<file path="src/verilog/lstc_pkg.sv">
package lstc_pkg;

  typedef enum logic [1:0] {
    ST_IDLE   = 2'b00,
    ST_ACCESS = 2'b01,
    ST_DONE   = 2'b11
  } lstc_apb_e;

  // Command qualifiers
  localparam logic [1:0]  RS_MAIN      = 2'b00;
  localparam logic [1:0]  RS_TEMP      = 2'b10;
  localparam logic [7:0]  OP_CLR_FLAG  = 8'h1F;
  localparam logic [3:0]  OP_PUMP      = 4'hC;
  localparam logic [2:0]  OP_VMSB      = 3'b010;
  localparam logic [3:0]  OP_VLSB      = 4'h6;
  localparam logic [5:0]  OP_BIAS      = 6'b110100;
  localparam logic [4:0]  OP_TCTRL     = 5'b00000;
  localparam int          THR_NUM      = 4;
  localparam int          INTERVAL_NUM = 6;
  localparam logic [19:0] OP_THR       = {5'b01010, 5'b01001, 5'b01000, 5'b00111};

  // Field positions
  localparam int PUMP_EN_BIT   = 3;
  localparam int DIRECT_BIT    = 2;
  localparam int TC_COMP_BIT   = 2;
  localparam int TC_FILT_BIT   = 1;
  localparam int TC_MEAS_BIT   = 0;
  localparam int STAT_PUMP_BIT = 6;
  localparam int STAT_FLAG_BIT = 4;
  localparam int CMD_RW_BIT    = 10;
  localparam int CMD_RS_LSB    = 8;

  // Reset values and bias codes
  localparam logic       FLAG_RST    = 1'b1;
  localparam logic       PUMP_EN_RST = 1'b0;
  localparam logic [2:0] MULT_RST    = 3'h0;
  localparam logic [4:0] VHI_RST     = 5'h00;
  localparam logic [3:0] VLO_RST     = 4'h0;
  localparam logic [1:0] BIAS_THIRD  = 2'b11;
  localparam logic [1:0] BIAS_HALF   = 2'b10;
  localparam logic [1:0] BIAS_RST    = BIAS_THIRD;
  localparam logic [2:0] TCTRL_RST   = 3'h0;
  localparam logic [2:0] THR_RST     = 3'h0;

  // Supply voltage scale in millivolts, code limit and pump factors
  localparam logic [13:0] VMIN_MV   = 14'h0FA0;
  localparam logic [13:0] VMAX_MV   = 14'h2EE0;
  localparam logic [13:0] VSTEP_MV  = 14'h001E;
  localparam logic [8:0]  VCODE_TOP = 9'h10C;
  localparam logic [2:0]  MULT_BASE = 3'h2;
  localparam logic [2:0]  MULT_ONE  = 3'h1;

  // Register map
  localparam int         ADDR_W   = 8;
  localparam logic [7:0] OFF_CMD  = 8'h00;
  localparam logic [7:0] OFF_STAT = 8'h04;
  localparam logic [7:0] OFF_SUPP = 8'h08;
  localparam logic [7:0] OFF_VOLT = 8'h0C;
  localparam logic [7:0] OFF_TCTL = 8'h10;
  localparam logic [7:0] OFF_THR  = 8'h14;
  localparam logic [7:0] OFF_TEMP = 8'h18;

endpackage

</file>
<file path="src/verilog/lstc_core_if.sv">
`timescale 1ns/100ps
interface lstc_core_if;
  logic       cmdValid;
  logic       cmdRw;
  logic [1:0] cmdRs;
  logic [7:0] cmdByte;
  logic       measureEn;
  logic       filterEn;
  logic [7:0] rawTemp;
  logic       rawValid;
  logic [7:0] tempResult;
  logic       tempValid;

  modport link (output cmdValid, cmdRw, cmdRs, cmdByte);
  modport temp (input measureEn, filterEn, rawTemp, rawValid, output tempResult, tempValid);
  modport core (input cmdValid, cmdRw, cmdRs, cmdByte, tempResult, tempValid,
                output measureEn, filterEn, rawTemp, rawValid);
endinterface

</file>
<file path="src/verilog/lstc_link_rx.sv">
`timescale 1ns/100ps
module lstc_link_rx (
  input  wire logic       ref_clk,
  input  wire logic       rstn,
  input  wire logic       linkClk,
  input  wire logic       linkRw,
  input  wire logic [1:0] linkRs,
  input  wire logic [7:0] linkByte,
  lstc_core_if.link       bus
);
  import lstc_pkg::*;

  logic [11:0] pinIn;
  logic [11:0] meta_r;
  logic [11:0] sync_r;
  logic        clkDly_r;
  logic        rise;

  assign pinIn = {linkClk, linkRw, linkRs, linkByte};

  // Two-stage synchroniser per pin
  genvar i;
  generate
    for (i = 0; i < 12; i++) begin : g_sync
      always_ff @(posedge ref_clk or negedge rstn) begin
        if (!rstn) begin
          meta_r[i] <= 1'b0;
          sync_r[i] <= 1'b0;
        end else begin
          meta_r[i] <= pinIn[i];
          sync_r[i] <= meta_r[i];
        end
      end
    end
  endgenerate

  always_ff @(posedge ref_clk or negedge rstn) begin
    if (!rstn) begin
      clkDly_r <= 1'b0;
    end else begin
      clkDly_r <= sync_r[11];
    end
  end

  assign rise = sync_r[11] & ~clkDly_r;

  // One command per rising link clock edge
  always_ff @(posedge ref_clk or negedge rstn) begin
    if (!rstn) begin
      bus.cmdValid <= 1'b0;
      bus.cmdRw    <= 1'b0;
      bus.cmdRs    <= RS_MAIN;
      bus.cmdByte  <= 8'h00;
    end else begin
      bus.cmdValid <= rise;
      if (rise) begin
        bus.cmdRw   <= sync_r[10];
        bus.cmdRs   <= sync_r[9:8];
        bus.cmdByte <= sync_r[7:0];
      end
    end
  end
endmodule

</file>
<file path="src/verilog/lstc_temp_path.sv">
`timescale 1ns/100ps
module lstc_temp_path (
  input  wire logic ref_clk,
  input  wire logic rstn,
  lstc_core_if.temp bus
);
  import lstc_pkg::*;

  logic [8:0] avgSum;

  assign avgSum = {1'b0, bus.tempResult} + {1'b0, bus.rawTemp};

  always_ff @(posedge ref_clk or negedge rstn) begin
    if (!rstn) begin
      bus.tempResult <= 8'h00;
      bus.tempValid  <= 1'b0;
    end else if (!bus.measureEn) begin
      bus.tempResult <= 8'h00;
      bus.tempValid  <= 1'b0;
    end else if (bus.rawValid) begin
      bus.tempValid <= 1'b1;
      if (!bus.filterEn || !bus.tempValid) begin
        bus.tempResult <= bus.rawTemp;
      end else begin
        bus.tempResult <= avgSum[8:1];
      end
    end
  end
endmodule

</file>
<file path="src/verilog/lstc_cmd_decoder.sv">
// Operation
// - Clear-flag command clears reset seen flag
// - Pump command bit 3 enables pump
// - Pump bits 2-0 choose multiplier or direct
// - MSB command loads voltage code bits 8-4
// - LSB command loads voltage code bits 3-0
// - Code zero 4 V, 10Ch up 12 V
// - Each code step adds 0.03 V
// - Bias command selects third or half bias
// - Temperature control sets compensation, filter, measurement
// - Measurement off gives no valid temperature
// - Filter off passes raw result at once
// - Six temperature intervals over operating range
// - Threshold commands store interval thresholds one-four
// - Any reset source sets reset seen flag
// - Status bit 6 mirrors pump enable
//
// Decided for this implementation: the register offsets and register access over APB.
`timescale 1ns/100ps
module lstc_cmd_decoder (
  input  wire logic                     ref_clk,
  input  wire logic                     rstn,
  input  wire logic                     psel,
  input  wire logic                     penable,
  input  wire logic                     pwrite,
  input  wire logic [lstc_pkg::ADDR_W-1:0] paddr,
  input  wire logic [31:0]              pwdata,
  output logic      [31:0]              prdata,
  output logic                          pready,
  output logic                          pslverr,
  input  wire logic                     linkClk,
  input  wire logic                     linkRw,
  input  wire logic [1:0]               linkRs,
  input  wire logic [7:0]               linkByte,
  input  wire logic                     initReq,
  input  wire logic [7:0]               rawTemp,
  input  wire logic                     rawTempValid,
  output logic                          resetSeenFlag,
  output logic [7:0]                    statusByte,
  output logic                          pumpEnable,
  output logic [2:0]                    pumpMultiplierSel,
  output logic [2:0]                    pumpFactor,
  output logic [8:0]                    vlcdCode,
  output logic [13:0]                   vlcdMv,
  output logic [1:0]                    biasMode,
  output logic                          voltCompEnable,
  output logic                          tempFilterEnable,
  output logic                          tempMeasureEnable,
  output logic [7:0]                    tempResult,
  output logic                          tempValid,
  output logic [2:0]                    intervalThreshold1,
  output logic [2:0]                    intervalThreshold2,
  output logic [2:0]                    intervalThreshold3,
  output logic [2:0]                    intervalThreshold4
);
  import lstc_pkg::*;

  lstc_core_if core ();

  lstc_apb_e  apbState_r;
  logic [31:0] prdata_r;
  logic        pready_r;
  logic        pslverr_r;
  logic [10:0] apbCmd_r;
  logic        apbPend_r;

  logic        selValid;
  logic        selRw;
  logic [1:0]  selRs;
  logic [7:0]  selByte;
  logic        fromLink;

  logic        flag_r;
  logic        flag_nxt;
  logic        flagClr;
  logic        pumpEn_r;
  logic        pumpEn_nxt;
  logic [2:0]  mult_r;
  logic [2:0]  mult_nxt;
  logic [4:0]  vHi_r;
  logic [4:0]  vHi_nxt;
  logic [3:0]  vLo_r;
  logic [3:0]  vLo_nxt;
  logic [1:0]  bias_r;
  logic [1:0]  bias_nxt;
  logic [2:0]  tctl_r;
  logic [2:0]  tctl_nxt;
  logic [THR_NUM-1:0] thrHit;
  logic [2:0]  thr_r [THR_NUM];
  logic        known;
  logic [7:0]  ignoredCnt_r;

  logic [2:0]  factor_r;
  logic [13:0] mv_r;
  logic [7:0]  status_r;
  logic [8:0]  codeNxt;
  logic [13:0] mvLin;
  logic [31:0] readMux;
  logic        addrOk;

  lstc_link_rx u_link (
    .ref_clk  (ref_clk),
    .rstn     (rstn),
    .linkClk  (linkClk),
    .linkRw   (linkRw),
    .linkRs   (linkRs),
    .linkByte (linkByte),
    .bus      (core.link)
  );

  lstc_temp_path u_temp (
    .ref_clk (ref_clk),
    .rstn    (rstn),
    .bus     (core.temp)
  );

  assign core.measureEn = tctl_r[TC_MEAS_BIT];
  assign core.filterEn  = tctl_r[TC_FILT_BIT];
  assign core.rawTemp   = rawTemp;
  assign core.rawValid  = rawTempValid;

  // APB slave: setup, access, then one cycle with pready high
  always_ff @(posedge ref_clk or negedge rstn) begin
    if (!rstn) begin
      apbState_r <= ST_IDLE;
      pready_r   <= 1'b0;
      pslverr_r  <= 1'b0;
      prdata_r   <= 32'h0000_0000;
    end else begin
      case (apbState_r)
        ST_IDLE: begin
          pready_r  <= 1'b0;
          pslverr_r <= 1'b0;
          if (psel && !penable) begin
            apbState_r <= ST_ACCESS;
          end
        end
        ST_ACCESS: begin
          if (psel && penable) begin
            apbState_r <= ST_DONE;
            pready_r   <= 1'b1;
            pslverr_r  <= !addrOk;
            prdata_r   <= (!pwrite && addrOk) ? readMux : 32'h0000_0000;
          end else begin
            apbState_r <= ST_IDLE;
          end
        end
        ST_DONE: begin
          apbState_r <= ST_IDLE;
          pready_r   <= 1'b0;
          pslverr_r  <= 1'b0;
        end
        default: begin
          apbState_r <= ST_IDLE;
          pready_r   <= 1'b0;
          pslverr_r  <= 1'b0;
        end
      endcase
    end
  end

  // Command register write queues one command for the decoder
  always_ff @(posedge ref_clk or negedge rstn) begin
    if (!rstn) begin
      apbCmd_r  <= 11'h000;
      apbPend_r <= 1'b0;
    end else begin
      if (apbState_r == ST_DONE && pwrite && paddr == OFF_CMD) begin
        apbCmd_r  <= pwdata[10:0];
        apbPend_r <= 1'b1;
      end else if (!core.cmdValid) begin
        apbPend_r <= 1'b0;
      end
    end
  end

  // Address decode
  always_comb begin
    addrOk  = 1'b1;
    readMux = 32'h0000_0000;
    if (paddr == OFF_CMD) begin
      readMux = {21'h00_0000, apbCmd_r};
    end else if (paddr == OFF_STAT) begin
      readMux = {16'h0000, ignoredCnt_r, status_r};
    end else if (paddr == OFF_SUPP) begin
      readMux = {23'h00_0000, bias_r, factor_r, pumpEn_r, mult_r};
    end else if (paddr == OFF_VOLT) begin
      readMux = {2'b00, mv_r, 7'h00, vHi_r, vLo_r};
    end else if (paddr == OFF_TCTL) begin
      readMux = {29'h0000_0000, tctl_r};
    end else if (paddr == OFF_THR) begin
      readMux = {17'h0_0000, thr_r[3], 1'b0, thr_r[2], 1'b0, thr_r[1], 1'b0, thr_r[0]};
    end else if (paddr == OFF_TEMP) begin
      readMux = {23'h00_0000, core.tempValid, core.tempResult};
    end else begin
      addrOk = 1'b0;
    end
  end

  // Link command wins; a queued register command waits one cycle
  assign fromLink = core.cmdValid;
  assign selValid = core.cmdValid || apbPend_r;
  assign selRw    = fromLink ? core.cmdRw   : apbCmd_r[CMD_RW_BIT];
  assign selRs    = fromLink ? core.cmdRs   : apbCmd_r[CMD_RS_LSB+1:CMD_RS_LSB];
  assign selByte  = fromLink ? core.cmdByte : apbCmd_r[7:0];

  // Command decode
  always_comb begin
    flagClr    = 1'b0;
    pumpEn_nxt = pumpEn_r;
    mult_nxt   = mult_r;
    vHi_nxt    = vHi_r;
    vLo_nxt    = vLo_r;
    bias_nxt   = bias_r;
    tctl_nxt   = tctl_r;
    thrHit     = '0;
    known      = 1'b0;
    if (selValid && !selRw) begin
      if (selRs == RS_MAIN) begin
        if (selByte == OP_CLR_FLAG) begin
          flagClr = 1'b1;
          known   = 1'b1;
        end else if (selByte[7:4] == OP_PUMP) begin
          pumpEn_nxt = selByte[PUMP_EN_BIT];
          mult_nxt   = selByte[2:0];
          known      = 1'b1;
        end else if (selByte[7:5] == OP_VMSB) begin
          vHi_nxt = selByte[4:0];
          known   = 1'b1;
        end else if (selByte[7:4] == OP_VLSB) begin
          vLo_nxt = selByte[3:0];
          known   = 1'b1;
        end else if (selByte[7:2] == OP_BIAS && selByte[1]) begin
          bias_nxt = selByte[1:0];
          known    = 1'b1;
        end
      end else if (selRs == RS_TEMP) begin
        if (selByte[7:3] == OP_TCTRL) begin
          tctl_nxt = selByte[2:0];
          known    = 1'b1;
        end
        for (int k = 0; k < THR_NUM; k++) begin
          if (selByte[7:3] == OP_THR[k*5 +: 5]) begin
            thrHit[k] = 1'b1;
            known     = 1'b1;
          end
        end
      end
    end
  end

  // Reset or initialize sets the flag and beats a clear
  assign flag_nxt = initReq ? 1'b1 : (flagClr ? 1'b0 : flag_r);

  always_ff @(posedge ref_clk or negedge rstn) begin
    if (!rstn) begin
      flag_r <= FLAG_RST;
    end else begin
      flag_r <= flag_nxt;
    end
  end

  always_ff @(posedge ref_clk or negedge rstn) begin
    if (!rstn) begin
      pumpEn_r <= PUMP_EN_RST;
      mult_r   <= MULT_RST;
      bias_r   <= BIAS_RST;
    end else begin
      pumpEn_r <= pumpEn_nxt;
      mult_r   <= mult_nxt;
      bias_r   <= bias_nxt;
    end
  end

  always_ff @(posedge ref_clk or negedge rstn) begin
    if (!rstn) begin
      vHi_r <= VHI_RST;
      vLo_r <= VLO_RST;
    end else begin
      vHi_r <= vHi_nxt;
      vLo_r <= vLo_nxt;
    end
  end

  always_ff @(posedge ref_clk or negedge rstn) begin
    if (!rstn) begin
      tctl_r <= TCTRL_RST;
    end else begin
      tctl_r <= tctl_nxt;
    end
  end

  // Interval thresholds one to four; the upper two intervals lie beyond threshold four
  genvar t;
  generate
    for (t = 0; t < THR_NUM; t++) begin : g_thr
      always_ff @(posedge ref_clk or negedge rstn) begin
        if (!rstn) begin
          thr_r[t] <= THR_RST;
        end else if (thrHit[t]) begin
          thr_r[t] <= selByte[2:0];
        end
      end
    end
  endgenerate

  always_ff @(posedge ref_clk or negedge rstn) begin
    if (!rstn) begin
      ignoredCnt_r <= 8'h00;
    end else if (selValid && !known && ignoredCnt_r != 8'hFF) begin
      ignoredCnt_r <= ignoredCnt_r + 8'h01;
    end
  end

  // Derived supply settings, registered from next values
  assign codeNxt = {vHi_nxt, vLo_nxt};
  assign mvLin   = 14'(VMIN_MV + 14'(codeNxt) * VSTEP_MV);

  always_ff @(posedge ref_clk or negedge rstn) begin
    if (!rstn) begin
      factor_r <= MULT_BASE;
      mv_r     <= VMIN_MV;
      status_r <= 8'h00;
    end else begin
      factor_r <= mult_nxt[DIRECT_BIT] ? MULT_ONE : 3'(mult_nxt + MULT_BASE);
      mv_r     <= (codeNxt >= VCODE_TOP) ? VMAX_MV : mvLin;
      status_r <= 8'h00;
      status_r[STAT_PUMP_BIT] <= pumpEn_nxt;
      status_r[STAT_FLAG_BIT] <= flag_nxt;
    end
  end

  assign prdata             = prdata_r;
  assign pready             = pready_r;
  assign pslverr            = pslverr_r;
  assign resetSeenFlag      = flag_r;
  assign statusByte         = status_r;
  assign pumpEnable         = pumpEn_r;
  assign pumpMultiplierSel  = mult_r;
  assign pumpFactor         = factor_r;
  assign vlcdCode           = {vHi_r, vLo_r};
  assign vlcdMv             = mv_r;
  assign biasMode           = bias_r;
  assign voltCompEnable     = tctl_r[TC_COMP_BIT];
  assign tempFilterEnable   = tctl_r[TC_FILT_BIT];
  assign tempMeasureEnable  = tctl_r[TC_MEAS_BIT];
  assign tempResult         = core.tempResult;
  assign tempValid          = core.tempValid;
  assign intervalThreshold1 = thr_r[0];
  assign intervalThreshold2 = thr_r[1];
  assign intervalThreshold3 = thr_r[2];
  assign intervalThreshold4 = thr_r[3];
endmodule

</file>
<file path="config.mk">
export PLATFORM = sky130hd
export DESIGN_NAME = lstc_cmd_decoder
export DESIGN_NICKNAME = d
export VERILOG_FILES = /design/src/verilog/lstc_pkg.sv /design/src/verilog/lstc_core_if.sv /design/src/verilog/lstc_link_rx.sv /design/src/verilog/lstc_temp_path.sv /design/src/verilog/lstc_cmd_decoder.sv
export SDC_FILE = /design/constraint.sdc
export NUM_CORES = 1
export LEC_CHECK = 0
export BUFFER_PORTS_ARGS = -buffer_cell sky130_fd_sc_hd__buf_2
export CORE_MARGIN = 2
export CORE_UTILIZATION = 50
export DETAILED_ROUTE_END_ITERATION = 12
export PLACE_DENSITY = 0.82
export SYNTH_ARGS = -nofsm -noshare
export SYNTH_HDL_FRONTEND = slang
export SYNTH_SLANG_ARGS = --single-unit
</file>
<file path="constraint.sdc">
create_clock -name ref_clk -period 5.35 [get_ports ref_clk]
set_input_delay 1.605 -clock ref_clk [delete_from_list [all_inputs] [get_ports ref_clk]]
set_output_delay 1.605 -clock ref_clk [all_outputs]
set_load 0.01 [all_outputs]
</file>
# --- Word level (Yosys, flattened, before mapping) ---
# Index checks and enable logic that the tools add are counted.
word_totals:
  regBits: 152
  output_inout_bits: 99
op_classes:
  n_addsub: 4
  n_bitwise: 7
  mux: 78
  mul: 1
  reduce_logical: 25
  eq_ne: 23
  n_lt_le_gt_ge: 1
op_table:
  columns: ["op", "count"]
  rows:
  - ["30-bit 2-to-1 mux", 4]
  - ["1-bit 2-to-1 mux", 42]
  - ["4-bit 2-to-1 mux", 9]
  - ["8-bit by 5-bit == test with 1-bit output (second input constant)", 4]
  - ["32-bit 2-to-1 mux", 1]
  - ["8-bit 2-to-1 mux", 4]
  - ["15-bit 2-to-1 mux", 2]
  - ["5-bit 2-to-1 mux", 5]
  - ["8-bit by 4-bit == test with 1-bit output (second input constant)", 2]
  - ["5-bit by 4-bit == test with 1-bit output (second input constant)", 3]
  - ["3-bit 2-to-1 mux", 5]
  - ["12-bit by 14-bit adder with 14-bit output (first input constant)", 1]
  - ["14-bit 2-to-1 mux", 1]
  - ["9-bit by 4-bit multiplier with 13-bit output (second input constant)", 1]
  - ["8-bit by 8-bit adder with 9-bit output", 1]
  - ["9-bit greater-or-equal comparator (second input constant)", 1]
  - ["1-bit logical AND", 9]
  - ["9-bit 2-to-1 mux", 1]
  - ["8-bit by 1-bit adder with 8-bit output (second input constant)", 1]
  - ["8-bit by 3-bit == test with 1-bit output (second input constant)", 1]
  - ["8-bit logical NOT", 1]
  - ["2-bit != test (second input constant)", 4]
  - ["8-bit != test (second input constant)", 1]
  - ["1-bit logical NOT", 7]
  - ["other kinds (18)", 28]

# --- Logic depth before layout (Yosys ltp) ---
logic_depth:
  depth_word: 13
  depth_mapped: 21
  ltp_nobuf: 20

# --- By module ---
# From an unflattened synthesis, not the netlist that was laid out.
hier_totals:
  cells_unflattened: 688
  hier_area_um2: 7778.7
modules_own_cells:
  columns: ["module", "n_inst", "cells_each", "area_per_inst_um2"]
  rows:
  - ["lstc_cmd_decoder", 1, 543, 5916.9]
  - ["lstc_link_rx", 1, 50, 1117.3]
  - ["lstc_temp_path", 1, 95, 744.5]

# --- Worst setup path before layout ---
# OpenSTA, ideal clock, no wires.
synth_path:
  path_type: "reg2reg"
  start: "reg u_link.bus.cmdValid"
  end: "reg mv_r[13] (netlist: vlcdMv[13])"
  stages_incl_launch_ff: 19
  required_ns: 5.223
  arrival_ns: 4.559
  path_slack_ns: 0.664
  synth_period_minus_slack_ns: 4.686
  path_cell_list: "dfrtp_1 buf_6 or3b_4 o22a_1 nor2_2 mux2i_1 inv_1 fa_1 inv_1 fa_1 inv_1 ha_1 and3_1 a21oi_1 nand3_1 and3_1 o2111ai_1 a21oi_1 nand3b_1"
synth_between:
  elab_cells_between_ends: 26
  cone_classes: "1 x add/sub; 1 x mul; 1 x order compare; 4 x eq/ne; 15 x mux; 4 x reduce/logical"
synth_lines:
  columns: ["item", "line", "text"]
  rows:
  - ["start: declaration", "lstc_core_if.sv:14", "modport link (output cmdValid, cmdRw, cmdRs, cmdByte);"]
  - ["start signal: assignment", "lstc_link_rx.sv:55", "bus.cmdValid <= rise;"]
  - ["8-bit 2-to-1 mux", "lstc_cmd_decoder.sv:205", "assign selByte = fromLink ? core.cmdByte : apbCmd_r[7:0];"]
  - ["3-bit by 2-bit == test with 1-bit output", "lstc_cmd_decoder.sv:227", "end else if (selByte[7:5] == OP_VMSB) begin"]
  - ["5-bit 2-to-1 mux", "lstc_cmd_decoder.sv:227", null]
  - ["5-bit 2-to-1 mux", "lstc_cmd_decoder.sv:223", "end else if (selByte[7:4] == OP_PUMP) begin"]
  - ["5-bit 2-to-1 mux", "lstc_cmd_decoder.sv:220", "if (selByte == OP_CLR_FLAG) begin"]
  - ["5-bit 2-to-1 mux", "lstc_cmd_decoder.sv:219", "if (selRs == RS_MAIN) begin"]
  - ["5-bit 2-to-1 mux *", "lstc_cmd_decoder.sv:218", "if (selValid && !selRw) begin"]
  - ["named net vHi_nxt[0]", "lstc_cmd_decoder.sv:81", "logic [4:0] vHi_nxt;"]
  - ["9-bit by 4-bit multiplier with 13-bit output", "lstc_cmd_decoder.sv:317", "assign mvLin = 14'(VMIN_MV + 14'(codeNxt) * VSTEP_MV);"]
  - ["12-bit by 14-bit adder with 14-bit output", "lstc_cmd_decoder.sv:317", null]
  - ["14-bit 2-to-1 mux *", "lstc_cmd_decoder.sv:326", "mv_r <= (codeNxt >= VCODE_TOP) ? VMAX_MV : mvLin;"]
  - ["end signal: assignment", "lstc_cmd_decoder.sv:326", null]
  - ["end: declaration", "lstc_cmd_decoder.sv:94", "logic [13:0] mv_r;"]
# The timed path passes the listed nets; every way through them passes the cells marked *.
# A chain may end at the register's enable or synchronous reset.

# --- Final worst setup path ---
layout_path:
  start: "reg u_link.bus.cmdValid"
  end: "reg mv_r[13] (netlist: vlcdMv[13])"
layout_between:
  elab_chain_cells: 11
  elab_cells_between_ends: 26
  cone_classes: "1 x add/sub; 1 x mul; 1 x order compare; 4 x eq/ne; 15 x mux; 4 x reduce/logical"
layout_rtl:
  columns: ["item", "line", "text"]
  rows:
  - ["8-bit 2-to-1 mux", "lstc_cmd_decoder.sv:205", null]
  - ["4-bit by 3-bit == test with 1-bit output", "lstc_cmd_decoder.sv:230", "end else if (selByte[7:4] == OP_VLSB) begin"]
  - ["4-bit 2-to-1 mux", "lstc_cmd_decoder.sv:230", null]
  - ["4-bit 2-to-1 mux", "lstc_cmd_decoder.sv:227", null]
  - ["4-bit 2-to-1 mux", "lstc_cmd_decoder.sv:223", null]
  - ["4-bit 2-to-1 mux", "lstc_cmd_decoder.sv:220", null]
  - ["4-bit 2-to-1 mux", "lstc_cmd_decoder.sv:219", null]
  - ["4-bit 2-to-1 mux", "lstc_cmd_decoder.sv:218", null]
  - ["9-bit by 4-bit multiplier with 13-bit output", "lstc_cmd_decoder.sv:317", null]
  - ["12-bit by 14-bit adder with 14-bit output", "lstc_cmd_decoder.sv:317", null]
  - ["14-bit 2-to-1 mux *", "lstc_cmd_decoder.sv:326", null]
# Mark *: on every way between the ends. The rest lies on a longest branch, timed or not.

==> results.sh <==
export IMPL_clkTransAtPathRegs_ns=0.06
export IMPL_cp_arrival_ns=5.21
export IMPL_firstDrtPassIters=6
export IMPL_worstPathMaxFanout=11
export IMPL_cts_max_path_buffers=2
export IMPL_ys_warn_count=0
export IMPL_grt_max_degree=95
export IMPL_r2r_start="u_link.bus.cmdValid"
export IMPL_cts_tree="yes"
export IMPL_tns_ns=0
export IMPL_die_width_um=127
export IMPL_hold_viol=0
export IMPL_cts_hold_buf=0
export IMPL_areaGrowthSynthToFinish_pct=20.0
export IMPL_synth_top_family_by_area="compound AO/OA/AOI/OAI gates"
export IMPL_max_stage_delay_ns=0.48
export IMPL_ioPinCount=166
export IMPL_routed_wl_mm=19.0
export IMPL_powerDensity_mw_per_mm2=335
export IMPL_multi_input_area_mm2=0.00351
export IMPL_synth_compound_area_frac=0.156
export IMPL_tightest_slew_ns=1.09
export IMPL_period_share=0.923
export IMPL_clock_fmax_ghz=0.202
export IMPL_synth_mux_area_frac=0.0657
export IMPL_drtAntennaViolNets=0
export IMPL_diodes=0
export IMPL_synth_adder_area_share=0.0852
export IMPL_insertion_delay_ns=0.42
export IMPL_avgRoutedWirePerCell_um=18.3
export IMPL_synthSimpleGateAreaFrac=0.128
export IMPL_netlist_instances=695
export IMPL_dp_hpwl_mm=13.8
export IMPL_endpoint_kind="register"
export IMPL_cts_max_level=4
export IMPL_worstPathCellList="or3b_4 -> o22a_1 -> nor3_4 -> buf_4 -> nand2_1 -> o21ai_0 -> xor2_1 -> ha_1 -> nor2_1 -> fa_1 -> inv_1 -> ha_1 -> nor2b_1 -> o2111ai_1 -> nand3_1 -> and3_1 -> o2111ai_1 -> a21oi_1 -> nand3b_1"
export IMPL_synth_area_mm2=0.00752
export IMPL_stdcell_count=1037
export IMPL_hold_slack_ns=0.346
export IMPL_cts_root_buf="clkbuf_16"
export IMPL_placed_cells=1003
export IMPL_maxSlewHeadroom=0.269
export IMPL_port_buffers=134
export IMPL_maxCapViolCount=0
export IMPL_rsz0062_at_grt="no"
export IMPL_status="finished clean"
export IMPL_synth_seq_area_share=0.491
export IMPL_cp_required_ns=5.62
export IMPL_coreArea_mm2=0.0146
export IMPL_clock_skew_ns=0.00668
export IMPL_crit_slowest_cell="dfrtp_1"
export IMPL_die_y_um=127
export IMPL_peakVddDrop_mv=0.271
export IMPL_die_area_mm2=0.0160
export IMPL_synth_distinct_cells=64
export IMPL_initial_core_util=0.516
export IMPL_gp_congestion=0.905
export IMPL_remaining_drc_errors=0
export IMPL_hold_path_class="register to register"
export IMPL_drive_above_1_share=0.279
export IMPL_drv_slew=0
export IMPL_vias=6057
export IMPL_period_minus_slack_ns=4.94
export IMPL_vias_per_cell=5.84
export IMPL_setup_worst_path_start_class="register"
export IMPL_grt_pass1_wl_mm=30.3
export IMPL_grt_pass1_vias=5909
export IMPL_placed_area_mm2=0.00840
export IMPL_grt_antenna_before_repair=0
export IMPL_drtIter0Drc=599
export IMPL_fin_nets=951
export IMPL_syn_avg_cell_area_um2=10.8
export IMPL_critPathKind="register to register"
export IMPL_num_rows=44
export IMPL_grt_overflow=0
export IMPL_synth_xor_area_frac=0.0268
export IMPL_async_flop_share=1.00
export IMPL_cts_sinks=147
export IMPL_synth_seq_cells=147
export IMPL_ys_flop_type="dfrtp_1"
export IMPL_design_area_mm2=0.00903
export IMPL_register_area_mm2=0.00369
export IMPL_cts_made_buffers=17
export IMPL_hold_start="u_link.meta_r[11]"
export IMPL_p_leak_nw=4.60
export IMPL_worstSetupStartpoint="u_link.bus.cmdValid"
export IMPL_finalSetupViolCount=0
export IMPL_synth_edff_count=0
export IMPL_track_usage=0.241
export IMPL_n_fill_cell=1158
==> cells by family after synthesis <==
group,Yosys count
buffers and inverters,79
DFF,147
and+or+nand+nor,191
muxes,45
other,1
xor gates and xnor gates,23
adders and majority gates,44
AOI/OAI and AO/OA,165
==> report_power, final <==
part	switching (mW)	total (mW)	internal [mW]	leakage [nW]
Combinational	0.287	0.502	0.214	2.39
Clock	0.466	1.22	0.759	0.296
Sequential	0.0792	1.29	1.22	1.91
Total	0.832	3.02	2.19	4.60
==> flip-flops by register name (all words and copies together) (netlist names), 3 cells and up <==
register,cells
pumpMultiplierSel,3
vLo_r,4
intervalThreshold3,3
u_link.sync_r,12
u_link.bus.cmdByte,8
vlcdMv,13
pumpFactor,3
intervalThreshold1,3
apbCmd_r,11
u_link.meta_r,12
tctl_r,3
vHi_r,5
ignoredCnt_r,8
prdata,29
u_temp.bus.tempResult,8
intervalThreshold4,3
intervalThreshold2,3
==> cells in the mapped netlist (3+ instances only) <==
master / number / area (µm²)
o2111ai_1: 7 / 61.3
a221oi_1: 5 / 43.8
a21boi_0: 3 / 22.5
nand2_1: 48 / 180
inv_1: 42 / 158
dfrtp_1: 137 / 3430
nor2b_1: 7 / 43.8
a21o_1: 7 / 52.6
mux2i_1: 10 / 100
o21a_1: 3 / 22.5
a21oi_1: 36 / 180
o311ai_0: 3 / 26.3
and2_1: 9 / 56.3
dfstp_2: 10 / 263
a221o_1: 3 / 30.0
a22oi_1: 9 / 67.6
xor2_1: 14 / 123
fa_1: 12 / 240
o211a_1: 5 / 50.1
ha_1: 32 / 400
o211ai_1: 3 / 22.5
a222oi_1: 8 / 80.1
clkbuf_1: 21 / 78.8
o21ai_0: 31 / 155
nand3_1: 19 / 95.1
or3_1: 3 / 18.8
nor4_1: 6 / 37.5
buf_4: 11 / 82.6
nor3b_1: 6 / 45.0
a22o_1: 16 / 140
mux2_2: 35 / 394
xnor2_1: 9 / 78.8
nor3_1: 17 / 85.1
nand2b_1: 7 / 43.8
o31ai_1: 4 / 30.0
nor2_1: 44 / 165
nand3b_1: 5 / 37.5
and3_1: 7 / 43.8
a211oi_1: 4 / 30.0
==> final timing paths <==
| check | endpoint | slack, ns | cells after the start |
|---|---|---|---|
| worst max-delay path | vlcdMv[13] | 0.41 | 19 |
| worst min-delay path | u_link.sync_r[11] | 0.35 | 0 |
| worst max register to register | vlcdMv[13] | 0.41 | 19 |
| worst min register to register | u_link.sync_r[11] | 0.35 | 0 |
| max in group asynchronous | pumpFactor[1] | 3.15 | 2 |
| min in group asynchronous | prdata[28] | 1.24 | 1 |
==> final cells by class <==
type,count,share of cell area
sequential,147,0.409
multi-input combinational,478,0.389
tap,184,0.0255
timing repair buffer,153,0.0908
clock buffer,20,0.0506
clock inverter,12,0.0172
inverter,43,0.0179
==> cells in the final DEF, fill, tap and decap left out, types with 10 or more instances in the layout <==
cell | synthesis | routed
dfrtp_1 | 137 | 137
buf_2 | 2 | 133
nand2_1 | 48 | 48
nor2_1 | 44 | 44
inv_1 | 42 | 42
a21oi_1 | 36 | 36
mux2_2 | 35 | 35
ha_1 | 32 | 32
o21ai_0 | 31 | 31
nand3_1 | 19 | 19
buf_4 | 11 | 19
nor3_1 | 17 | 17
clkbuf_16 | 0 | 17
a22o_1 | 16 | 16
xor2_1 | 14 | 14
fa_1 | 12 | 12
mux2i_1 | 10 | 10
conb_1 | 1 | 10
dfstp_2 | 10 | 10
==> metrics by stage <==
stage	utilization	power (mW)	worst slack (ns)
5_1_grt	0.619	3.16	0.00185
2_1_floorplan	-	1.63	0.664
3_5_place_dp	0.576	1.81	0.424
3_3_place_gp	0.576	1.79	0.465
6_report	0.619	3.02	0.411
4_1_cts	0.617	3.03	0.335
==> critical path: cells and delay by family, from the launching register on <==
| kind | cells | cell delay (ns) |
|---|---|---|
| buffers and inverters | 2 | 0.23 |
| and+or+nand+nor | 8 | 1.61 |
| DFF | 1 | 0.48 |
| xor gates and xnor gates | 1 | 0.26 |
| adders and majority gates | 3 | 1.05 |
| AOI/OAI and AO/OA | 5 | 1.15 |
==> layer usage <==
layer | up-vias | track usage | part of all wire
met2 | 289 | 0.381 | 0.47
met4 | 0 | 0.0944 | 0.030
li1 | 2775 | - | -
met5 | - | 0 | 0
met3 | 44 | 0.0540 | 0.078
met1 | 2949 | 0.326 | 0.42
==> what timing repair did <==
item                                    CTS  global route
endpoints found under the setup margin    0             3
endpoints found under the hold margin     0             0
buffers inserted                          0             2
gates resized for setup                   0             1
No activity file was read; power rests on OpenSTA's default activity.
